**config.mk**
```make
export PLATFORM = sky130hd
export DESIGN_NAME = cspc_top
export DESIGN_NICKNAME = d
export VERILOG_FILES = /design/src/cspc_clock.v /design/src/cspc_shifter.v /design/src/cspc_top.v
export VERILOG_INCLUDE_DIRS = /design/src
export SDC_FILE = /design/constraint.sdc
export NUM_CORES = 1
export LEC_CHECK = 0
export ABC_AREA = 1
export BUFFER_PORTS_ARGS = -buffer_cell sky130_fd_sc_hd__buf_2
export CORE_MARGIN = 2
export CORE_UTILIZATION = 40
export CTS_CLUSTER_SIZE = 14
export DETAILED_ROUTE_END_ITERATION = 12
export HOLD_SLACK_MARGIN = 0.06
export PLACE_DENSITY_LB_ADDON = 0.05
export SKIP_LAST_GASP = 1
export SLEW_MARGIN = 0
export SYNTH_ARGS = -nofsm -noshare
export SYNTH_HDL_FRONTEND = slang
export SYNTH_SLANG_ARGS = --single-unit
```
**constraint.sdc**
```tcl
create_clock -name pclk -period 2.2 [get_ports pclk]
set_input_delay 0.11 -clock pclk [delete_from_list [all_inputs] [get_ports pclk]]
set_output_delay 0.11 -clock pclk [all_outputs]
set_load 0.005 [all_outputs]
```
**src/cspc_defines.vh**
```
// Behaviour
// Power enable off halts and resets internals.
// Transmit disabled holds serial output low.
// Receive disabled: no interrupt, no update.
// Mode bits change only while powered off.
// Abort by power off; clock output stops.
// Bit order 0 MSB first, 1 LSB first.
// Single mode never raises transmit interrupt.
// Single mode: transmit write while busy dropped.
// Single receive-only: read while busy ignored.
// Continuous mode chains transfers on new data.
// Continuous receive-only restarts after each word.
// Late receive read sets overrun flag.
// Start trigger enable gates the trigger.
// Transmit modes ignore start trigger enable.
// Single receive: each read starts reception.
// Continuous receive: trigger off stops chaining.
// Slave operation keeps trigger enable set.
// Busy must read 0 before receive off.
// Bits 3 and 2 written as zero.
// Clock register rewritten only while powered off.
// Clock select: dividers, baud input, slave.
// Busy set at trigger, cleared last edge.
// Start by transmit write or receive read.
// Master drives clock only while transferring.
`ifndef CSPC_DEFINES_VH
`define CSPC_DEFINES_VH

// Register word indices; the byte address is four times the index.
`define CSPC_IDX_CTL_MAIN    32'h0FFF_FD00
`define CSPC_IDX_CTL_CLOCK   32'h0FFF_FD01
`define CSPC_IDX_STATUS      32'h0FFF_FD03
`define CSPC_IDX_TX_DATA     32'h0FFF_FD08
`define CSPC_IDX_RX_DATA     32'h0FFF_FD09
`define CSPC_ADDR_CTL_MAIN   (`CSPC_IDX_CTL_MAIN << 2)
`define CSPC_ADDR_CTL_CLOCK  (`CSPC_IDX_CTL_CLOCK << 2)
`define CSPC_ADDR_STATUS     (`CSPC_IDX_STATUS << 2)
`define CSPC_ADDR_TX_DATA    (`CSPC_IDX_TX_DATA << 2)
`define CSPC_ADDR_RX_DATA    (`CSPC_IDX_RX_DATA << 2)

// Reset values.
`define CSPC_RST_CTL_MAIN    8'h01
`define CSPC_RST_CTL_CLOCK   3'h0
`define CSPC_RST_DATA        8'h00

// Main control field positions.
`define CSPC_BIT_PWR         7
`define CSPC_BIT_TXE         6
`define CSPC_BIT_RXE         5
`define CSPC_BIT_DIR         4
`define CSPC_BIT_TMS         1
`define CSPC_BIT_SCE         0

// Status field positions.
`define CSPC_BIT_BUSY        7
`define CSPC_BIT_OVE         0

// Clock select codes.
`define CSPC_CKS_BRG         3'h6
`define CSPC_CKS_SLAVE       3'h7

// Data width of one transfer.
`define CSPC_DATA_W          8

`endif

```
**src/cspc_clock.v**
```verilog
`timescale 1ns/1ps
`include "cspc_defines.vh"

// Serial clock generation and edge detection for master and slave.
module cspc_clock (
   // Clock and reset.
   input  wire       pclk,
   input  wire       presetn,
   // Control.
   input  wire       run,
   input  wire [2:0] cks,
   input  wire       brg_tick,
   // External clock in slave mode.
   input  wire       sck_in,
   // Clock out and edge events.
   output reg        sck_out_ff,
   output reg        sck_oe_n_ff,
   output wire       rise,
   output wire       fall
);

   reg  [5:0] div_ff;
   reg        ext_prev_ff;
   wire       master;
   wire [5:0] mask;
   wire       half;

   // Below the baud code, half period is two to the power of the code, in peripheral clocks.
   assign master = (cks != `CSPC_CKS_SLAVE);
   assign mask   = (6'h01 << cks) - 6'h01;
   assign half   = (cks == `CSPC_CKS_BRG) ? brg_tick : ((div_ff & mask) == mask);

   // Edge events, only while a transfer runs.
   assign rise = run & (master ? (half & ~sck_out_ff) : (sck_in & ~ext_prev_ff));
   assign fall = run & (master ? (half & sck_out_ff) : (~sck_in & ext_prev_ff));

   // Divider restarts whenever the clock stops, so a started transfer's first half period is full.
   always @(posedge pclk or negedge presetn) begin
      if (!presetn) begin
         div_ff      <= 6'h00;
         sck_out_ff  <= 1'b1;
         sck_oe_n_ff <= 1'b1;
         ext_prev_ff <= 1'b1;
      end else begin
         div_ff      <= run ? div_ff + 6'h01 : 6'h00;
         ext_prev_ff <= sck_in;
         sck_oe_n_ff <= ~master;
         if (!run || !master) begin
            sck_out_ff <= 1'b1;
         end else if (half) begin
            sck_out_ff <= ~sck_out_ff;
         end
      end
   end

endmodule // cspc_clock

```
**src/cspc_shifter.v**
```verilog
`timescale 1ns/1ps
`include "cspc_defines.vh"

// Shift register: output changes on falling edges, input taken on rising edges.
module cspc_shifter #(
   parameter W  = `CSPC_DATA_W,
   parameter CW = 4
) (
   // Clock and reset.
   input  wire         pclk,
   input  wire         presetn,
   // Control.
   input  wire         clr,
   input  wire         load,
   input  wire [W-1:0] ld_data,
   input  wire         lsb_first,
   input  wire         out_en,
   // Serial edges and data.
   input  wire         rise,
   input  wire         fall,
   input  wire         sdi,
   output reg          sdo_ff,
   // Result.
   output wire         done,
   output wire [W-1:0] rx_word
);

   reg  [W-1:0]  sreg_ff;
   reg  [CW-1:0] cnt_ff;

   // Bit that leaves the register next.
   function first_bit;
      input [W-1:0] d;
      input         lsb;
      begin
         first_bit = lsb ? d[0] : d[W-1];
      end
   endfunction

   // Received bits enter at the end opposite to the outgoing bit.
   assign rx_word = lsb_first ? {sdi, sreg_ff[W-1:1]} : {sreg_ff[W-2:0], sdi};
   assign done    = rise & (cnt_ff == W - 1);

   // Shifting and bit counting.
   always @(posedge pclk or negedge presetn) begin
      if (!presetn) begin
         sreg_ff <= {W{1'b0}};
         cnt_ff  <= {CW{1'b0}};
         sdo_ff  <= 1'b0;
      end else if (clr) begin
         sreg_ff <= {W{1'b0}};
         cnt_ff  <= {CW{1'b0}};
         sdo_ff  <= 1'b0;
      end else begin
         if (load) begin
            sreg_ff <= ld_data;
            cnt_ff  <= {CW{1'b0}};
         end else if (rise) begin
            sreg_ff <= rx_word;
            cnt_ff  <= cnt_ff + {{(CW-1){1'b0}}, 1'b1};
         end
         if (load) begin
            sdo_ff <= out_en & first_bit(ld_data, lsb_first);
         end else if (fall) begin
            sdo_ff <= out_en & first_bit(sreg_ff, lsb_first);
         end else if (!out_en) begin
            sdo_ff <= 1'b0;
         end
      end
   end

endmodule // cspc_shifter

```
**src/cspc_top.v**
```verilog
// The implementer's own choice: the APB slave port.
`timescale 1ns/1ps
`include "cspc_defines.vh"

// Clocked serial port control with an APB register slave.
module cspc_top (
   // Clock and reset.
   input  wire        pclk,
   input  wire        presetn,
   // APB slave.
   input  wire [31:0] paddr,
   input  wire        psel,
   input  wire        penable,
   input  wire        pwrite,
   input  wire [31:0] pwdata,
   output reg  [31:0] prdata_ff,
   output reg         pready_ff,
   output reg         pslverr_ff,
   // Baud-rate generator half-period tick.
   input  wire        brg_tick,
   // Serial pins.
   input  wire        sck_in,
   output wire        sck_out,
   output wire        sck_oe_n,
   output wire        sdo,
   input  wire        sdi,
   // Event pulses.
   output reg         int_tx_ff,
   output reg         int_rx_ff
);

   localparam W = `CSPC_DATA_W;

   // Register state.
   reg  [7:0]   ctl_main_ff;
   reg  [2:0]   ctl_clock_ff;
   reg  [W-1:0] tx_ff;
   reg  [W-1:0] rx_ff;
   reg          ove_ff;
   reg          rx_unread_ff;
   reg          busy_ff;
   reg          tx_pend_ff;

   // Next values.
   reg  [7:0]   nxt_ctl_main;
   reg  [W-1:0] nxt_tx;
   reg  [W-1:0] load_data;
   reg          nxt_tx_pend;
   reg  [31:0]  nxt_prdata;

   // Bus decode and control fields.
   wire         acc;
   wire         wr;
   wire         rd;
   wire         pwr;
   wire         txe;
   wire         rxe;
   wire         dir;
   wire         tms;
   wire         sce;
   wire         rx_only;
   wire         run;
   wire         rise;
   wire         fall;
   wire         done;
   wire [W-1:0] rx_word;

   // Trigger and event terms.
   wire         wr_main;
   wire         wr_clock;
   wire         wr_status;
   wire         wr_tx;
   wire         rd_rx;
   wire         tx_start;
   wire         rx_start;
   wire         tx_wr_busy;
   wire         chain_tx;
   wire         chain_rx;
   wire         load;
   wire         tx_accept;

   // Address match of one register.
   function hit;
      input [31:0] a;
      input [31:0] reg_addr;
      begin
         hit = (a == reg_addr);
      end
   endfunction

   // True for any mapped address.
   function mapped;
      input [31:0] a;
      begin
         mapped = hit(a, `CSPC_ADDR_CTL_MAIN) | hit(a, `CSPC_ADDR_CTL_CLOCK) |
                  hit(a, `CSPC_ADDR_STATUS) | hit(a, `CSPC_ADDR_TX_DATA) |
                  hit(a, `CSPC_ADDR_RX_DATA);
      end
   endfunction

   // A transfer takes effect at the edge where pready is sampled high.
   assign acc       = psel & penable & pready_ff;
   assign wr        = acc & pwrite;
   assign rd        = acc & ~pwrite;
   assign wr_main   = wr & hit(paddr, `CSPC_ADDR_CTL_MAIN);
   assign wr_clock  = wr & hit(paddr, `CSPC_ADDR_CTL_CLOCK);
   assign wr_status = wr & hit(paddr, `CSPC_ADDR_STATUS);
   assign wr_tx     = wr & hit(paddr, `CSPC_ADDR_TX_DATA);
   assign rd_rx     = rd & hit(paddr, `CSPC_ADDR_RX_DATA);

   // Control fields.
   assign pwr     = ctl_main_ff[`CSPC_BIT_PWR];
   assign txe     = ctl_main_ff[`CSPC_BIT_TXE];
   assign rxe     = ctl_main_ff[`CSPC_BIT_RXE];
   assign dir     = ctl_main_ff[`CSPC_BIT_DIR];
   assign tms     = ctl_main_ff[`CSPC_BIT_TMS];
   assign sce     = ctl_main_ff[`CSPC_BIT_SCE];
   assign rx_only = ~txe & rxe;

   // Clock runs only while busy and powered, so power off stops it at once.
   assign run = busy_ff & pwr;

   // Transmit start on a data write; start enable plays no part here.
   assign tx_start = wr_tx & pwr & txe & ~busy_ff;

   // Receive-only start on a read, gated by start enable, ignored while busy.
   assign rx_start = rd_rx & pwr & rx_only & ~busy_ff & sce;

   // A write during a continuous transfer queues the next word.
   assign tx_wr_busy = wr_tx & busy_ff & pwr & tms & txe;
   assign chain_tx   = done & (tx_pend_ff | tx_wr_busy);

   // Continuous receive-only restarts unless start enable was cleared.
   assign chain_rx = done & tms & rx_only & sce & ~chain_tx;
   assign load     = tx_start | rx_start | chain_tx | chain_rx;

   // Single mode drops a data write that arrives while busy.
   assign tx_accept = wr_tx & (~busy_ff | (tms & txe));

   // Main control write; mode bits are frozen while powered.
   always @* begin
      nxt_ctl_main = ctl_main_ff;
      if (wr_main) begin
         nxt_ctl_main[`CSPC_BIT_PWR] = pwdata[`CSPC_BIT_PWR];
         nxt_ctl_main[`CSPC_BIT_SCE] = pwdata[`CSPC_BIT_SCE];
         if (!pwr) begin
            nxt_ctl_main[`CSPC_BIT_TXE] = pwdata[`CSPC_BIT_TXE];
            nxt_ctl_main[`CSPC_BIT_RXE] = pwdata[`CSPC_BIT_RXE];
            nxt_ctl_main[`CSPC_BIT_DIR] = pwdata[`CSPC_BIT_DIR];
            nxt_ctl_main[`CSPC_BIT_TMS] = pwdata[`CSPC_BIT_TMS];
         end
         nxt_ctl_main[3:2] = 2'b00;
      end
   end

   // Transmit buffer, pending flag and the word handed to the shifter.
   always @* begin
      nxt_tx      = tx_accept ? pwdata[W-1:0] : tx_ff;
      nxt_tx_pend = tx_pend_ff;
      load_data   = tx_ff;
      if (tx_start) begin
         load_data = pwdata[W-1:0];
      end else if (chain_tx) begin
         load_data = tx_pend_ff ? tx_ff : pwdata[W-1:0];
      end
      if (chain_tx) begin
         nxt_tx_pend = tx_pend_ff & tx_wr_busy;
      end else if (tx_wr_busy) begin
         nxt_tx_pend = 1'b1;
      end
      if (!pwr) begin
         nxt_tx_pend = 1'b0;
      end
   end

   // Read data multiplexer.
   always @* begin
      nxt_prdata = 32'h0000_0000;
      if (hit(paddr, `CSPC_ADDR_CTL_MAIN)) begin
         nxt_prdata[7:0] = ctl_main_ff;
      end else if (hit(paddr, `CSPC_ADDR_CTL_CLOCK)) begin
         nxt_prdata[2:0] = ctl_clock_ff;
      end else if (hit(paddr, `CSPC_ADDR_STATUS)) begin
         nxt_prdata[`CSPC_BIT_BUSY] = busy_ff;
         nxt_prdata[`CSPC_BIT_OVE]  = ove_ff;
      end else if (hit(paddr, `CSPC_ADDR_TX_DATA)) begin
         nxt_prdata[W-1:0] = tx_ff;
      end else if (hit(paddr, `CSPC_ADDR_RX_DATA)) begin
         nxt_prdata[W-1:0] = rx_ff;
      end
   end

   // APB handshake with one wait state; unmapped addresses answer an error.
   always @(posedge pclk or negedge presetn) begin
      if (!presetn) begin
         pready_ff  <= 1'b0;
         pslverr_ff <= 1'b0;
         prdata_ff  <= 32'h0000_0000;
      end else begin
         pready_ff <= psel & penable & ~pready_ff;
         if (psel && penable && !pready_ff) begin
            pslverr_ff <= ~mapped(paddr);
            prdata_ff  <= nxt_prdata;
         end else begin
            pslverr_ff <= 1'b0;
         end
      end
   end

   // Control registers survive power off; only bus writes change them.
   always @(posedge pclk or negedge presetn) begin
      if (!presetn) begin
         ctl_main_ff  <= `CSPC_RST_CTL_MAIN;
         ctl_clock_ff <= `CSPC_RST_CTL_CLOCK;
      end else begin
         ctl_main_ff <= nxt_ctl_main;
         if (wr_clock && !pwr) begin
            ctl_clock_ff <= pwdata[2:0];
         end
      end
   end

   // Transfer state, receive data and flags; power off clears all but the transmit buffer.
   always @(posedge pclk or negedge presetn) begin
      if (!presetn) begin
         busy_ff      <= 1'b0;
         tx_ff        <= `CSPC_RST_DATA;
         tx_pend_ff   <= 1'b0;
         rx_ff        <= `CSPC_RST_DATA;
         rx_unread_ff <= 1'b0;
         ove_ff       <= 1'b0;
         int_tx_ff    <= 1'b0;
         int_rx_ff    <= 1'b0;
      end else if (!pwr) begin
         busy_ff      <= 1'b0;
         tx_ff        <= nxt_tx;
         tx_pend_ff   <= 1'b0;
         rx_ff        <= `CSPC_RST_DATA;
         rx_unread_ff <= 1'b0;
         ove_ff       <= 1'b0;
         int_tx_ff    <= 1'b0;
         int_rx_ff    <= 1'b0;
      end else begin
         tx_ff      <= nxt_tx;
         tx_pend_ff <= nxt_tx_pend;
         // Busy rises at the trigger and falls at the last clock edge.
         if (load) begin
            busy_ff <= 1'b1;
         end else if (done) begin
            busy_ff <= 1'b0;
         end
         // Transmit interrupt marks the buffer free again, continuous mode only.
         int_tx_ff <= load & tms & txe;
         // Received words land only when receive is enabled.
         int_rx_ff <= done & rxe;
         if (done && rxe) begin
            rx_ff <= rx_word;
         end
         // Unread tracking; a new word beats a read in the same cycle.
         if (done && rxe) begin
            rx_unread_ff <= 1'b1;
         end else if (rd_rx) begin
            rx_unread_ff <= 1'b0;
         end
         // Overrun: a word completes while the previous one is unread.
         if (done && rxe && rx_unread_ff && !rd_rx) begin
            ove_ff <= 1'b1;
         end else if (wr_status && !pwdata[`CSPC_BIT_OVE]) begin
            ove_ff <= 1'b0;
         end
      end
   end

   // Serial clock source.
   cspc_clock u_clock (
      .pclk        (pclk),
      .presetn     (presetn),
      .run         (run),
      .cks         (ctl_clock_ff),
      .brg_tick    (brg_tick),
      .sck_in      (sck_in),
      .sck_out_ff  (sck_out),
      .sck_oe_n_ff (sck_oe_n),
      .rise        (rise),
      .fall        (fall)
   );

   // Data shifter.
   cspc_shifter #(
      .W  (W),
      .CW (4)
   ) u_shifter (
      .pclk      (pclk),
      .presetn   (presetn),
      .clr       (~pwr),
      .load      (load),
      .ld_data   (load_data),
      .lsb_first (dir),
      .out_en    (txe & pwr),
      .rise      (rise),
      .fall      (fall),
      .sdi       (sdi),
      .sdo_ff    (sdo),
      .done      (done),
      .rx_word   (rx_word)
   );

endmodule // cspc_top

```
Word-level counts from Yosys, hierarchy flattened

Index checks and enable logic that the tools add are counted.

Register bits: 63
Bits of input ports: 72
Word-level logic and storage cells: 169
Output and inout bits: 39

Muxes and demuxes: 47
Add/subtract/negate cells: 3
Equality and inequality tests: 16
Shift-type cells: 1
Bitwise logic cells: 65
Reductions and logical operators: 16

Operators by type and width:

| cell                 | count |
|---|---|
| $eq 32x30->1 const B | 5 |
| $mux 8               | 12 |
| $and 1x1->1          | 44 |
| $mux 1               | 28 |
| $ne 3x1->1 const B   | 5 |
| $mux 4               | 3 |
| $mux 6               | 2 |
| $not 1->1            | 11 |
| $or 1x1->1           | 9 |
| $logic_and 1x1->1    | 7 |
| $add 6x1->6 const B  | 1 |
| $and 6x6->6          | 1 |
| $eq 6x6->1           | 1 |
| $logic_not 1->1      | 6 |
| $shl 1x3->6 const A  | 1 |
| $sub 6x1->6 const B  | 1 |
| $mux 5               | 1 |
| $add 4x1->4 const B  | 1 |
| $eq 4x3->1 const B   | 1 |
| $ne 4x4->1 const B   | 1 |
| $eq 3x3->1 const B   | 1 |
| $mux 3               | 1 |
| $ne 3x3->1 const B   | 1 |
| $ne 2x1->1 const B   | 1 |
| 3 further kinds      | 3 |

Longest topological paths before layout

Depth after elaboration: 17
Depth in mapped cells: 20
Mapped depth without buffers: 19

Cells and area by module

From an unflattened synthesis, not the netlist that was laid out.

Cells, all modules: 524
Area total of the unflattened synthesis: 3911.3 um2

By module, submodules not included:

| module       | cells each | area an instance (um2) | times used | seq. area each (um2) |
|---|---|---|---|---|
| cspc_top     | 326        | 2536.2                 | 1          | 1027.2 |
| cspc_shifter | 118        | 797.0                  | 1          | 325.3 |
| cspc_clock   | 80         | 578.1                  | 1          | 229.0 |

Worst setup path after synthesis

No wires, ideal clock.

Path type: register to register
From: register ctl_clock_ff[1]
To: register u_shifter.sreg_ff[0]
Path slack: -0.168 ns
Library setup time: 0.115 ns
Clock period less this slack: 2.368 ns
Required time: 2.085 ns
Stages on the path, launching flop included: 20
Data arrival time: 2.253 ns
Path buffers: 1
Cells stage by stage: dfrtp_1 buf_6 nor2_4 nand2_2 ha_1 or2_2 nand2_1 nor2_2 nand3_2 nand2_2 nand2_2 nand2_4 nand4_2 nand2_4 inv_4 nand2_8 nor2_8 nand2_8 o21ai_2 inv_2

Longest elaborated chain between the ends: 16
Elaborated cells between the ends (all ways): 24
Classes of those cells: add/sub (1); eq/ne (4); shift (1); mux (6); bitwise (12)

RTL lines:

| element                  | line              | text |
|---|---|---|
| start, declared          | cspc_top.v:36     | `reg [2:0] ctl_clock_ff;` |
| start signal, assigned   | cspc_top.v:214    | `` ctl_clock_ff <= `CSPC_RST_CTL_CLOCK; `` |
| start signal, assigned   | cspc_top.v:218    | `ctl_clock_ff <= pwdata[2:0];` |
| $shl 1x3->6              | cspc_clock.v:30   | `assign mask = (6'h01 << cks) - 6'h01;` |
| $sub 6x1->6              | cspc_clock.v:30   |  |
| $and 6x6->6              | cspc_clock.v:31   | `` assign half = (cks == `CSPC_CKS_BRG) ? brg_tick : ((div_ff & mask) == mask); `` |
| $eq 6x6->1               | cspc_clock.v:31   |  |
| $mux 1                   | cspc_clock.v:31   |  |
| $and 1x1->1              | cspc_clock.v:34   | `assign rise = run & (master ? (half & ~sck_out_ff) : (sck_in & ~ext_prev_ff));` |
| $mux 1 (*)               | cspc_clock.v:34   |  |
| $and 1x1->1 (*)          | cspc_clock.v:34   |  |
| $and 1x1->1              | cspc_shifter.v:42 | `assign done = rise & (cnt_ff == W - 1);` |
| $and 1x1->1 (4 in a row) | cspc_top.v:134    | `assign chain_rx = done & tms & rx_only & sce & ~chain_tx;` |
| $or 1x1->1               | cspc_top.v:135    | `assign load = tx_start \| rx_start \| chain_tx \| chain_rx;` |
| $mux 8                   | cspc_shifter.v:55 | `if (load) begin` |
| $mux 8                   | cspc_shifter.v:50 | `end else if (clr) begin` |
| end signal, assigned     | cspc_shifter.v:51 | `sreg_ff <= {W{1'b0}};` |
| end signal, assigned     | cspc_shifter.v:56 | `sreg_ff <= ld_data;` |
| end signal, assigned     | cspc_shifter.v:59 | `sreg_ff <= rx_word;` |
| end, declared            | cspc_shifter.v:28 | `reg [W-1:0] sreg_ff;` |

Every way passes the cells marked *; elsewhere a longest branch is shown, timed or not.
A chain may end at the register's enable or synchronous reset.

Worst setup path after layout

From: register ctl_clock_ff[0]
To: register u_shifter.sdo_ff

Longest elaborated chain between the ends: 16
Elaborated cells between the ends (all ways): 30
Classes of those cells: add/sub (1); eq/ne (4); shift (1); mux (9); bitwise (15)

RTL lines:

| element                                   | line                              | text |
|---|---|---|
| $shl 1x3->6                               | cspc_clock.v:30                   |  |
| $sub 6x1->6                               | cspc_clock.v:30                   |  |
| $and 6x6->6                               | cspc_clock.v:31                   |  |
| $eq 6x6->1                                | cspc_clock.v:31                   |  |
| $mux 1                                    | cspc_clock.v:31                   |  |
| $and 1x1->1                               | cspc_clock.v:34                   |  |
| $mux 1                                    | cspc_clock.v:34                   |  |
| $and 1x1->1                               | cspc_clock.v:34                   |  |
| $and 1x1->1                               | cspc_shifter.v:42                 |  |
| $and 1x1->1, on equally long branches     | cspc_top.v:131, cspc_top.v:134    |  |
| $mux 8 or $and 1x1->1 (tied branches)     | cspc_top.v:163, cspc_top.v:134    |  |
| $mux 8 or $and 1x1->1 (tied branches)     | cspc_top.v:161, cspc_top.v:134    |  |
| $mux 1 or $and 1x1->1 (tied branches)     | cspc_shifter.v:36, cspc_top.v:134 |  |
| $and 1x1->1 or $or 1x1->1 (tied branches) | cspc_shifter.v:63, cspc_top.v:135 |  |
| $mux 1                                    | cspc_shifter.v:62                 | `if (load) begin` |
| $mux 1                                    | cspc_shifter.v:50                 |  |
| end signal, assigned                      | cspc_shifter.v:63                 | `sdo_ff <= out_en & first_bit(ld_data, lsb_first);` |
| end signal, assigned                      | cspc_shifter.v:65                 | `sdo_ff <= out_en & first_bit(sreg_ff, lsb_first);` |
| end, declared                             | cspc_shifter.v:22                 | `output reg sdo_ff,` |

Several ways; a longest one is shown, not always the timed one.

==> results by group <==
Run status
  – Status: finished, violations left
  – Failing checks: negative setup slack

Placement
  – Detailed placer's ending HPWL: 8330 um
  – Buffers on Ports: 62
  – Dpl ws: -216 ps
  – Placed Instances: 731
  – GP Congestion: 0.973

Setup path
  – Setup Crit Path Kind: register to register
  – R2R Path Start: ctl_clock_ff[0]
  – Worst-path maximum fanout: 4
  – RR Endpoint: u_shifter.sdo_ff
  – Critical Path RT: 2470 ps
  – Endpoint class of the critical path: register
  – Startpoint types: register
  – Worst Path Arrival: 2660 ps
  – Flop2flop setup slack: -190 ps
  – R2R cell count: 20

Clock tree
  – Clock Pin Slew Worst Setup and Hold Paths: 80 ps
  – Clock buffer depth: 2
  – Clock Sinks: 63
  – Num CTS Buffers: 9
  – Clock Latency Late Sink: 340 ps
  – Root Buffer: clkbuf_8
  – TritonCTS clock tree: yes
  – H-tree levels: 3

STA
  – FMAX: 418 MHz
  – # setup viols final: 15
  – RSZ-0062 raised after global routing: true
  – TNS Setup: -2140 ps
  – Skew final: 8.17 ps
  – Worst Tran Pin Value: 1050 ps
  – Slew HR: 0.297
  – Period utilisation layout: 1.09
  – Slew Limit Fails: 0
  – Hold Vio Cnt, Final: 0
  – Hold_ws: 66.3 ps
  – Final setup margin: -191 ps
  – Tmin final: 2390 ps

Logic synthesis
  – Seq cells post-synth: 63
  – Synth Area in Compound Gates: 0.136
  – Simple-Gate Fraction of Synth Area: 0.306
  – Post-synthesis sequential area ratio: 0.410
  – Top cell type's share of synthesized area: 0.383
  – Largest family of logic cells by synthesized area: simple AND/OR/NAND/NOR gates
  – Ys Warns: 0
  – Ys flop type: dfrtp_1
  – Number of enable flip-flop cells after synthesis: 0
  – Syn avg cell area: 7.49 um2
  – Post-synth ARST share: 1.00
  – Synth Area in XOR/XNOR: 0.00681
  – Synth Area in Adders: 0.00973
  – Synth Instances: 515
  – Post-Synthesis Cell Area: 3860 um2
  – Post-synthesis mux area share: 0
  – Cell variety after synth: 46
  – Area leader, netlist: dfrtp_1
  – Synth area leaders: dfrtp_1 (38%), nand2_1 (11%), inv_1 (6.7%)

Power
  – Pleak: 0.00242 uW
  – Int Pwr: 1750 uW
  – Power per Cell Area: 480 nW/um2
  – Part of the power in registers: 0.499
  – Clock network fraction of design power: 0.436
  – Max VDD drop: 0.000359 V
  – Logic pwr share: 0.065
  – Switching Fraction: 0.254
  – Total power: 2350 uW
  – Sw power: 599 uW

Detailed routing
  – Met3 routed wirelength: 443 um
  – Vias/cell: 4.85
  – Routed Antenna Nets: 0
  – Via count: 3691
  – M1 WL: 4840 um
  – DR top layer: met4
  – Post-route DRC: 0
  – DR pass1 iterations: 4
  – Initial DRC count: 208
  – Drt wl/cell: 13.9 um
  – WL final: 10600 um
  – WL met2: 5040 um

Layout
  – FILL cells: 931
  – Area grow syn2layout: 27.1%
  – Post-layout net count: 702
  – Diode count: 0
  – Non-Filler Instances: 761
  – Share of layout cells above drive strength 1: 0.288

Global route
  – Number of global-route vias before repair: 3514
  – GR Overflow Total: 0
  – Largest net degree at the start of global routing: 26
  – First-pass GRT wire length: 17400 um
  – Total GRT Usage: 0.219
  – Initial antenna violation count: 0

Floorplanning
  – Die height: 102 um
  – Die width: 102 um
  – FP Rows: 35
  – Core Area: 9280 um2
  – Initial core utilization: 0.415
  – # IOs: 111
  – Die area: 10400 um2

Min path
  – HP Start: pwdata[0]
  – Class of the worst hold path: input port to register
  – Hold EP: ctl_main_ff[0]
  – Cells on Worst Hold Path: 3

Run
  – Max-Cap Viols: 0
worst max-delay path, cell delays in order (launching register included):
cell,delay [ps]
dfrtp_2,440
buf_4,140
nand3_2,80
ha_4,200
or2_4,230
nand2_4,60
nor2_4,30
nand3_2,80
nand2_2,80
nand2_4,80
nand2_4,80
nand4_1,80
nand2_1,70
nand2_2,110
nand2_8,90
buf_6,130
inv_4,60
nand2_2,50
nand2_1,60
inv_1,40
a21oi_1,120
per-layer routing:
layer / vias up / global-route usage
met5: - / 0
met4: 0 / 0.0718
met3: 21 / 0.0301
met2: 93 / 0.365
met1: 1722 / 0.295
li1: 1855 / -
worst max-delay path by stage:
stage                          from                   end  slack [ps]  depth (start not counted)
finish              ctl_clock_ff[0]      u_shifter.sdo_ff        -190                         20
global route        ctl_clock_ff[1]  u_shifter.sreg_ff[3]        -370                         19
CTS                 ctl_clock_ff[0]  u_shifter.sreg_ff[3]        -130                         19
detailed placement  ctl_clock_ff[1]  u_shifter.sreg_ff[0]        -220                         18
global placement    ctl_clock_ff[1]  u_shifter.sreg_ff[0]        -140                         18
floorplan           ctl_clock_ff[1]  u_shifter.sreg_ff[0]        -140                         19
cells in the mapped netlist (all sizes together), types with 2 or more instances:
library cell,instances
inv,77
o21ai,61
nor2,53
nand4,15
nor3,12
a31oi,2
nand3,27
ha,3
a21oi,16
nand2,128
xor2,3
clkbuf,3
o211ai,3
o22ai,5
buf,26
dfrtp,59
o21bai,2
dfstp,4
nand3b,2
o22a,2
nor4,2
and3,2
registers in the layout, summed over array words and instances, names as in the netlist, 3 cells and up:
| name | cells |
|---|---|
| u_shifter.sreg_ff | 8 |
| prdata_ff | 8 |
| u_clock.div_ff | 6 |
| rx_ff | 8 |
| ctl_clock_ff | 3 |
| tx_ff | 8 |
| u_shifter.cnt_ff | 4 |
| ctl_main_ff | 6 |
power groups by stage:
stage / clock network (uW) / logic, uW / registers [uW]
detailed placement: 0 / 149 / 1200
floorplan: 0 / 76.6 / 1200
finish: 1030 / 152 / 1170
global route: 1100 / 177 / 1180
global placement: 0 / 147 / 1200
CTS: 1050 / 155 / 1170
logic make-up after synthesis:
| kind of cell | Yosys count |
|---|---|
| compound gates | 95 |
| xor+xnor | 3 |
| fa+ha+maj | 3 |
| buf+inv | 106 |
| flops | 63 |
| other cells | 1 |
| simple gates | 244 |
metrics by stage:
| step | utilization | cell area [um2] |
|---|---|---|
| 2_1_floorplan | - | 3970 |
| 3_3_place_gp | 0.483 | 4480 |
| 3_5_place_dp | 0.483 | 4480 |
| 4_1_cts | 0.519 | 4820 |
| 5_1_grt | 0.528 | 4900 |
| 6_report | 0.528 | 4900 |
layout make-up:
type	instances	area, um2	share of cell area
Clock inverter	7	72.6	0.0148
Clock buffer	9	124	0.0253
Sequential cell	63	1580	0.323
Tap cell	129	161	0.0329
Multi-Input combinational cell	370	1990	0.406
Inverter	77	294	0.0600
Timing Repair Buffer	106	678	0.138
placed cells by master, fill, tap and decap left out, drive strengths merged, types with 2 or more instances in the layout:
master,count
o21ai,61
nor3,12
clkinvlp,2
o211ai,3
o21bai,2
dlygate4sd3,4
a31oi,2
nor4,2
xor2,3
dfstp,4
nand3b,2
dfrtp,59
nor2,54
nand2,128
o22ai,5
o22a,2
nand3,27
buf,102
and3,2
ha,3
a21oi,16
clkinv,3
clkbuf,9
conb,24
nand4,15
inv,78
what timing repair did:
action / in CTS / in global routing
setup endpoints to repair: 15 / 25
pin swaps: 12 / 11
resized for setup: 15 / 14
hold endpoints to repair: 22 / 0
setup buffers: 5 / 5
hold buffers: 4 / 0
cloned: 1 / 0
No activity file was read; power rests on OpenSTA's default activity.
